**src/verilog/sar_adc_pkg.sv**
```systemverilog
package sar_adc_pkg;

	localparam logic [1:0] OFS_CONTROL_STATUS = 2'h0;
	localparam logic [1:0] OFS_RESULT_HIGH    = 2'h1;
	localparam logic [1:0] OFS_RESULT_LOW     = 2'h2;

	localparam int BIT_DONE      = 7;
	localparam int BIT_SLOW_CLK  = 6;
	localparam int BIT_ON        = 5;
	localparam int BIT_IRQ_EN    = 4;
	localparam int BIT_SINGLE    = 3;

	localparam logic [7:0] CSR_RESET    = 8'h00;
	localparam logic [9:0] RESULT_RESET = 10'h000;
	localparam logic [9:0] RESULT_FULL  = 10'h3FF;

	localparam int SAMPLE_TICKS = 3;
	localparam int RESULT_BITS  = 10;

	typedef struct packed {
		logic       done;
		logic       slowClk;
		logic       on;
		logic       irqEnable;
		logic       single;
		logic [2:0] channel;
	} csr_t;

	typedef enum logic [3:0] {
		S_IDLE   = 4'b0001,
		S_SAMPLE = 4'b0010,
		S_BITS   = 4'b0100,
		S_FINISH = 4'b1000
	} conv_state_t;

endpackage : sar_adc_pkg

```
**src/verilog/sar_adc_sequencer.sv**
```systemverilog
// Local design decisions: the strobed register port and the placing of the registers.
`timescale 1ns/1ns
`default_nettype none
module sar_adc_sequencer
	import sar_adc_pkg::*;
#(
	parameter int RES_BITS = RESULT_BITS
) (
	// Clock and reset
	input  wire logic       ref_clk,
	input  wire logic       rst_n,
	// Register port
	input  wire logic [1:0] regAddr,
	input  wire logic [7:0] regWdata,
	input  wire logic       regWrite,
	input  wire logic       regRead,
	output logic      [7:0] regRdata,
	// Processor power state
	input  wire logic       haltMode,
	// Analog front end
	output logic      [2:0] muxChannel,
	output logic            sampleHold,
	output logic      [9:0] dacCode,
	input  wire logic       compAbove,
	input  wire logic       inputOverHigh,
	input  wire logic       inputUnderLow,
	// Interrupt request
	output logic            doneIrq
);

	////////////////////////////////////////////////////////////////////////
	csr_t        csr;
	conv_state_t state;
	logic [1:0]  divCount;
	logic        tick;
	logic [3:0]  stepCount;
	logic [9:0]  trial;
	logic [9:0]  result;
	logic        frozen;
	logic        finish;
	logic        chanChange;
	logic        startReq;
	logic [1:0]  compSync;
	logic [1:0]  overSync;
	logic [1:0]  underSync;
	logic        readHigh;
	logic        readLow;
	logic        writeCsr;
	logic [9:0]  next_result;
	logic        settle;

	assign writeCsr   = regWrite && regAddr == OFS_CONTROL_STATUS;
	assign readHigh   = regRead && regAddr == OFS_RESULT_HIGH;
	assign readLow    = regRead && regAddr == OFS_RESULT_LOW;
	assign chanChange = writeCsr && regWdata[2:0] != csr.channel;
	assign finish     = state == S_FINISH;

	// Front-end flags are analog and asynchronous to this clock
	always_ff @(posedge ref_clk) begin
		if (!rst_n) begin
			compSync  <= 2'h0;
			overSync  <= 2'h0;
			underSync <= 2'h0;
		end else begin
			compSync  <= {compSync[0], compAbove};
			overSync  <= {overSync[0], inputOverHigh};
			underSync <= {underSync[0], inputUnderLow};
		end
	end

	////////////////////////////////////////////////////////////////////////
	// Converter clock enable
	always_ff @(posedge ref_clk) begin
		if (!rst_n || !csr.on || haltMode)
			divCount <= 2'h0;
		else
			divCount <= divCount + 2'h1;
	end

	always_comb begin
		if (csr.slowClk)
			tick = divCount == 2'h3;
		else
			tick = divCount[0];
	end

	////////////////////////////////////////////////////////////////////////
	// Control/status register
	always_ff @(posedge ref_clk) begin
		if (!rst_n) begin
			csr <= csr_t'(CSR_RESET);
		end else begin
			if (writeCsr) begin
				csr.slowClk   <= regWdata[BIT_SLOW_CLK];
				csr.on        <= regWdata[BIT_ON];
				csr.irqEnable <= regWdata[BIT_IRQ_EN];
				csr.single    <= regWdata[BIT_SINGLE];
				csr.channel   <= regWdata[2:0];
			end
			// Hardware clear loses to a software set in the same cycle
			if (finish && csr.single && !(writeCsr && regWdata[BIT_ON]))
				csr.on <= 1'b0;
			// Set wins over the read clear
			if (finish)
				csr.done <= 1'b1;
			else if (readHigh || startReq)
				csr.done <= 1'b0;
		end
	end

	// New conversion start: on bit written while off or idle, or with a channel change
	assign startReq = writeCsr && regWdata[BIT_ON]
		&& (!csr.on || chanChange || state == S_IDLE);

	////////////////////////////////////////////////////////////////////////
	// Successive approximation sequencer
	always_ff @(posedge ref_clk) begin
		if (!rst_n) begin
			state     <= S_IDLE;
			stepCount <= 4'h0;
			trial     <= RESULT_RESET;
			settle    <= 1'b0;
		end else if (!csr.on || haltMode) begin
			state     <= S_IDLE;
			stepCount <= 4'h0;
			settle    <= 1'b0;
		end else if (startReq) begin
			state     <= S_SAMPLE;
			stepCount <= 4'h0;
			trial     <= RESULT_RESET;
			settle    <= 1'b0;
		end else begin
			case (state)
				// On while idle means a conversion is owed in either mode
				S_IDLE: begin
					state     <= S_SAMPLE;
					stepCount <= 4'h0;
				end
				S_SAMPLE: begin
					if (tick) begin
						if (stepCount == 4'(SAMPLE_TICKS - 1)) begin
							state     <= S_BITS;
							stepCount <= 4'(RES_BITS - 1);
							trial     <= 10'h200;
							settle    <= 1'b0;
						end else begin
							stepCount <= stepCount + 4'h1;
						end
					end
				end
				S_BITS: begin
					// Two ticks per bit: code register plus sync need four clocks
					if (tick) begin
						settle <= !settle;
						if (settle) begin
							if (!compSync[1])
								trial[stepCount] <= 1'b0;
							if (stepCount == 4'h0) begin
								state <= S_FINISH;
							end else begin
								trial[stepCount - 4'h1] <= 1'b1;
								stepCount <= stepCount - 4'h1;
							end
						end
					end
				end
				S_FINISH: begin
					if (csr.single)
						state <= S_IDLE;
					else
						state <= S_SAMPLE;
					stepCount <= 4'h0;
				end
				default: begin
					state <= S_IDLE;
				end
			endcase
		end
	end

	////////////////////////////////////////////////////////////////////////
	// Result and lock
	always_comb begin
		if (overSync[1])
			next_result = RESULT_FULL;
		else if (underSync[1])
			next_result = RESULT_RESET;
		else
			next_result = trial;
	end

	always_ff @(posedge ref_clk) begin
		if (!rst_n)
			frozen <= 1'b0;
		else if (readHigh || !csr.on)
			frozen <= 1'b0;
		else if (readLow)
			frozen <= 1'b1;
	end

	always_ff @(posedge ref_clk) begin
		if (!rst_n)
			result <= RESULT_RESET;
		else if (finish && !frozen)
			result <= next_result;
	end

	////////////////////////////////////////////////////////////////////////
	// Read data, one cycle after the strobe
	always_ff @(posedge ref_clk) begin
		if (!rst_n) begin
			regRdata <= 8'h00;
		end else if (regRead) begin
			case (regAddr)
				OFS_CONTROL_STATUS: regRdata <= csr;
				OFS_RESULT_HIGH:    regRdata <= result[9:2];
				OFS_RESULT_LOW:     regRdata <= {6'h00, result[1:0]};
				default:            regRdata <= 8'h00;
			endcase
		end else begin
			regRdata <= 8'h00;
		end
	end

	always_ff @(posedge ref_clk) begin
		if (!rst_n) begin
			muxChannel <= 3'h0;
			sampleHold <= 1'b0;
			dacCode    <= RESULT_RESET;
		end else begin
			muxChannel <= csr.channel;
			sampleHold <= state == S_SAMPLE;
			dacCode    <= trial;
		end
	end

	assign doneIrq = csr.done && csr.irqEnable;

endmodule : sar_adc_sequencer
`default_nettype wire
```
**config.mk**
```make
export PLATFORM = sky130hd
export DESIGN_NAME = sar_adc_sequencer
export DESIGN_NICKNAME = d
export VERILOG_FILES = /design/src/verilog/sar_adc_pkg.sv /design/src/verilog/sar_adc_sequencer.sv
export SDC_FILE = /design/constraint.sdc
export NUM_CORES = 1
export LEC_CHECK = 0
export ABC_AREA = 1
export BUFFER_PORTS_ARGS = -buffer_cell sky130_fd_sc_hd__buf_2
export CORE_UTILIZATION = 40
export CTS_CLUSTER_DIAMETER = 80
export DETAILED_ROUTE_END_ITERATION = 12
export PLACE_DENSITY_LB_ADDON = 0.08
export SYNTH_ARGS = -nofsm -noshare
export SYNTH_HDL_FRONTEND = slang
export SYNTH_SLANG_ARGS = --single-unit
```
**constraint.sdc**
```tcl
create_clock -name ref_clk -period 2.05 [get_ports ref_clk]
set_clock_uncertainty 0.2 [all_clocks]
set_input_delay 0 -clock ref_clk [delete_from_list [all_inputs] [get_ports ref_clk]]
set_output_delay 0 -clock ref_clk [all_outputs]
set_load 0.02 [all_outputs]
```
==> impl_metrics.yaml <==
outcome:
  status: "completed"
yosys:
  synth-async-reset-ratio_pct: 0
  yosys-top-cells-count: "nand2_1, dfxtp_1, inv_1"
  synth_top_area_share_pct: 43.54
  syn_nets: 482
  synth_cell_type_count: 29
  ys.flop_type: "dfxtp_1"
  avgSynthCellArea_sq_um: 6.827
  synth_most_common_cell: "nand2_1"
  syn_inst: 458
  synth_warnings: 0
  synth-edff-count: 0
  netlist_top_cells_area: "dfxtp_1, nand2_1, inv_1"
  ys_ff_latch: 68
  synth_area_leader_cell: "dfxtp_1"
  synth_area_sq_um: 3127
  ys_seq_area_share_pct: 43.54
worst_setup_path:
  endpoint_kind: "register"
  worstSetupStartpointType: "register"
  crit_arrival_ns: 2.07
  critPathKind: "reg2reg"
  r2r-start: "csr[5]$_SDFFE_PP0P_"
  worstPathRequired_ns: 2.13
  cp-startpoint: "csr[5]$_SDFFE_PP0P_"
  critPathMaxFanout: 5
route:
  wirelength_um: 7858
  avgRoutedWirePerCell_um: 12.02
  drc_errors: 0
  drtIter0Drc: 107
  drt.antenna.violating_nets: 0
  vias: 3053
  viasPerCell: 4.668
  dr.pass1.iters: 4
clock_network:
  cts.sinks: 68
  cts_buffer_depth: 2
  path_clk_slew_ns: 0.07
  numCtsBuffers: 9
  clock_latency_ns: 0.34
  cts_max_level: 3
  cts_root_buf: "clkbuf_8"
  cts_tree: "yes"
die:
  num_io_pins: 41
  fp.dieH_um: 90.42
  start_util_pct: 42.21
  die_w_um: 90.42
  floorplan.core_area_sq_um: 7408
  rows: 31
  dieArea_sq_um: 8175
place:
  gp_congestion: 0.8955
  dp_slack_ns: 0.1160
  hpwlAfterDp_um: 5322
  place_inst: 593
  io_buffers: 39
global_routing:
  antenna_found_initial: 0
  grt_pass1_vias: 2867
  grt_pass1_wl_um: 13390
  grt_usage_pct: 20.66
  grt_max_degree: 16
  grt_overflow: 0
hold_path:
  hold_path_class: "in2reg"
  min_from: "rst_n"
sta:
  min_period_over_period_pct: 97.17
  whs_ns: 0.05638
  relSlewSlack_pct: 63.86
  tns_ns: 0
  fin_ws_ns: 0.05795
  fin_crit_ns: 1.992
  drv_slew: 0
  setup_violations: 0
  fmax_mhz: 502.0
  hold_viol: 0
  worstMarginPinSlew_ns: 0.5402
  grt_setup_unrepaired: "no"
power_and_ir_drop:
  leakagePower_nw: 1.991
  power.density_nw_per_um2: 650.0
  max-vdd-ir-drop_mv: 0.3368
final_layout:
  fillCellCount: 751
  n_antenna_cell: 0
  layout-drive-gt1-share_pct: 14.95
  final_util_pct: 55.77
  area_growth_pct: 32.13
  stdcell_count: 654
  nets: 575
job:
  cap_viol_max_count: 0
per-stage QoR:
| step | cell area [sq um] | total power, W |
|---|---|---|
| 2_1_floorplan | 3127 | 0.001443 |
| 3_3_place_gp | 3452 | 0.001485 |
| 3_5_place_dp | 3452 | 0.001487 |
| 4_1_cts | 4118 | 0.002710 |
| 5_1_grt | 4131 | 0.002789 |
| 6_report | 4131 | 0.002685 |
state kept, by name, summed over array words and instances, names as in the netlist:
signal	count
underSync	2
regRdata	8
settle	1
divCount	2
trial	10
state	4
compSync	2
result	10
muxChannel	3
overSync	2
frozen	1
sampleHold	1
dacCode	10
csr	8
stepCount	4
cell families (layout without fill, tap and decap cells):
family                     Yosys count  in the layout  synth area share [%]
buffers and inverters               81            178                 9.884
adders and majority gates            6              6                 2.401
AOI/OAI and AO/OA                   64             64                 11.20
xor gates and xnor gates             3              3                0.8405
and+or+nand+nor                    236            236                 32.13
DFF                                 68             68                 43.54
worst max-delay path: stages (launching register included):
cell and delay (ns):
dfxtp_2 0.39, nand2_1 0.07, dlygate4sd3_1 0.57, a21oi_1 0.15, dlygate4sd3_1 0.55
what timing repair did:
action | in CTS | in global routing
endpoints found under the setup margin | 0 | 16
hold buffers | 46 | 0
resized for setup | 0 | 9
setup buffers | 0 | 0
endpoints found under the hold margin | 47 | 0
worst paths after layout:
kind / endpoint / slack, ns / depth (start not counted)
min: state[3]$_SDFFE_PP0P_ / 0.06 / 6
min reg2reg: underSync[1]$_SDFF_PN0_ / 0.22 / 2
max reg2reg: regRdata[5]$_SDFF_PN0_ / 0.06 / 4
max: regRdata[5]$_SDFF_PN0_ / 0.06 / 4
cell type report:
class	instances	area (sq um)	share of cell area [%]
repair buffers	91	703.2	17.02
clock buffers	10	127.6	3.089
inverters	72	270.3	6.541
flip-flops and latches	68	1366	33.07
well taps	99	123.9	2.998
multi-input cells	309	1463	35.40
clock inverters	5	77.57	1.878
placed cells by master (no fill, tap or decap), types with 2 or more instances in the layout:
cell type      count
nor2_4             3
xor2_1             2
ha_1               6
inv_1             66
a31oi_1            4
o31ai_1            2
nand2_2            3
o21ai_0           27
dfxtp_2            4
nand3_1           39
a21oi_1           24
clkinv_2           2
buf_2             39
dfxtp_1           64
nand2_1          126
nand4_1            3
o21ai_1            3
nor2_1            55
dlygate4sd3_1     45
clkbuf_8           9
nand2_4            3
bufinv_16          2
buf_4              6
inv_2              6
power by group:
part	internal (W)	total, W	switching, W
Clock	0.000674	0.00118	0.000505
Combinational	0.0000734	0.000157	0.0000839
Sequential	0.00134	0.00135	0.0000126
per-layer routing:
metal	global-route usage [%]	wire length, um	vias up
li1	-	-	1617
met1	25.42	3707	1355
met2	33.84	3587	69
met3	5.471	356	12
met4	9.140	207	0
met5	0	0	-
No activity file was read; power rests on OpenSTA's default activity.
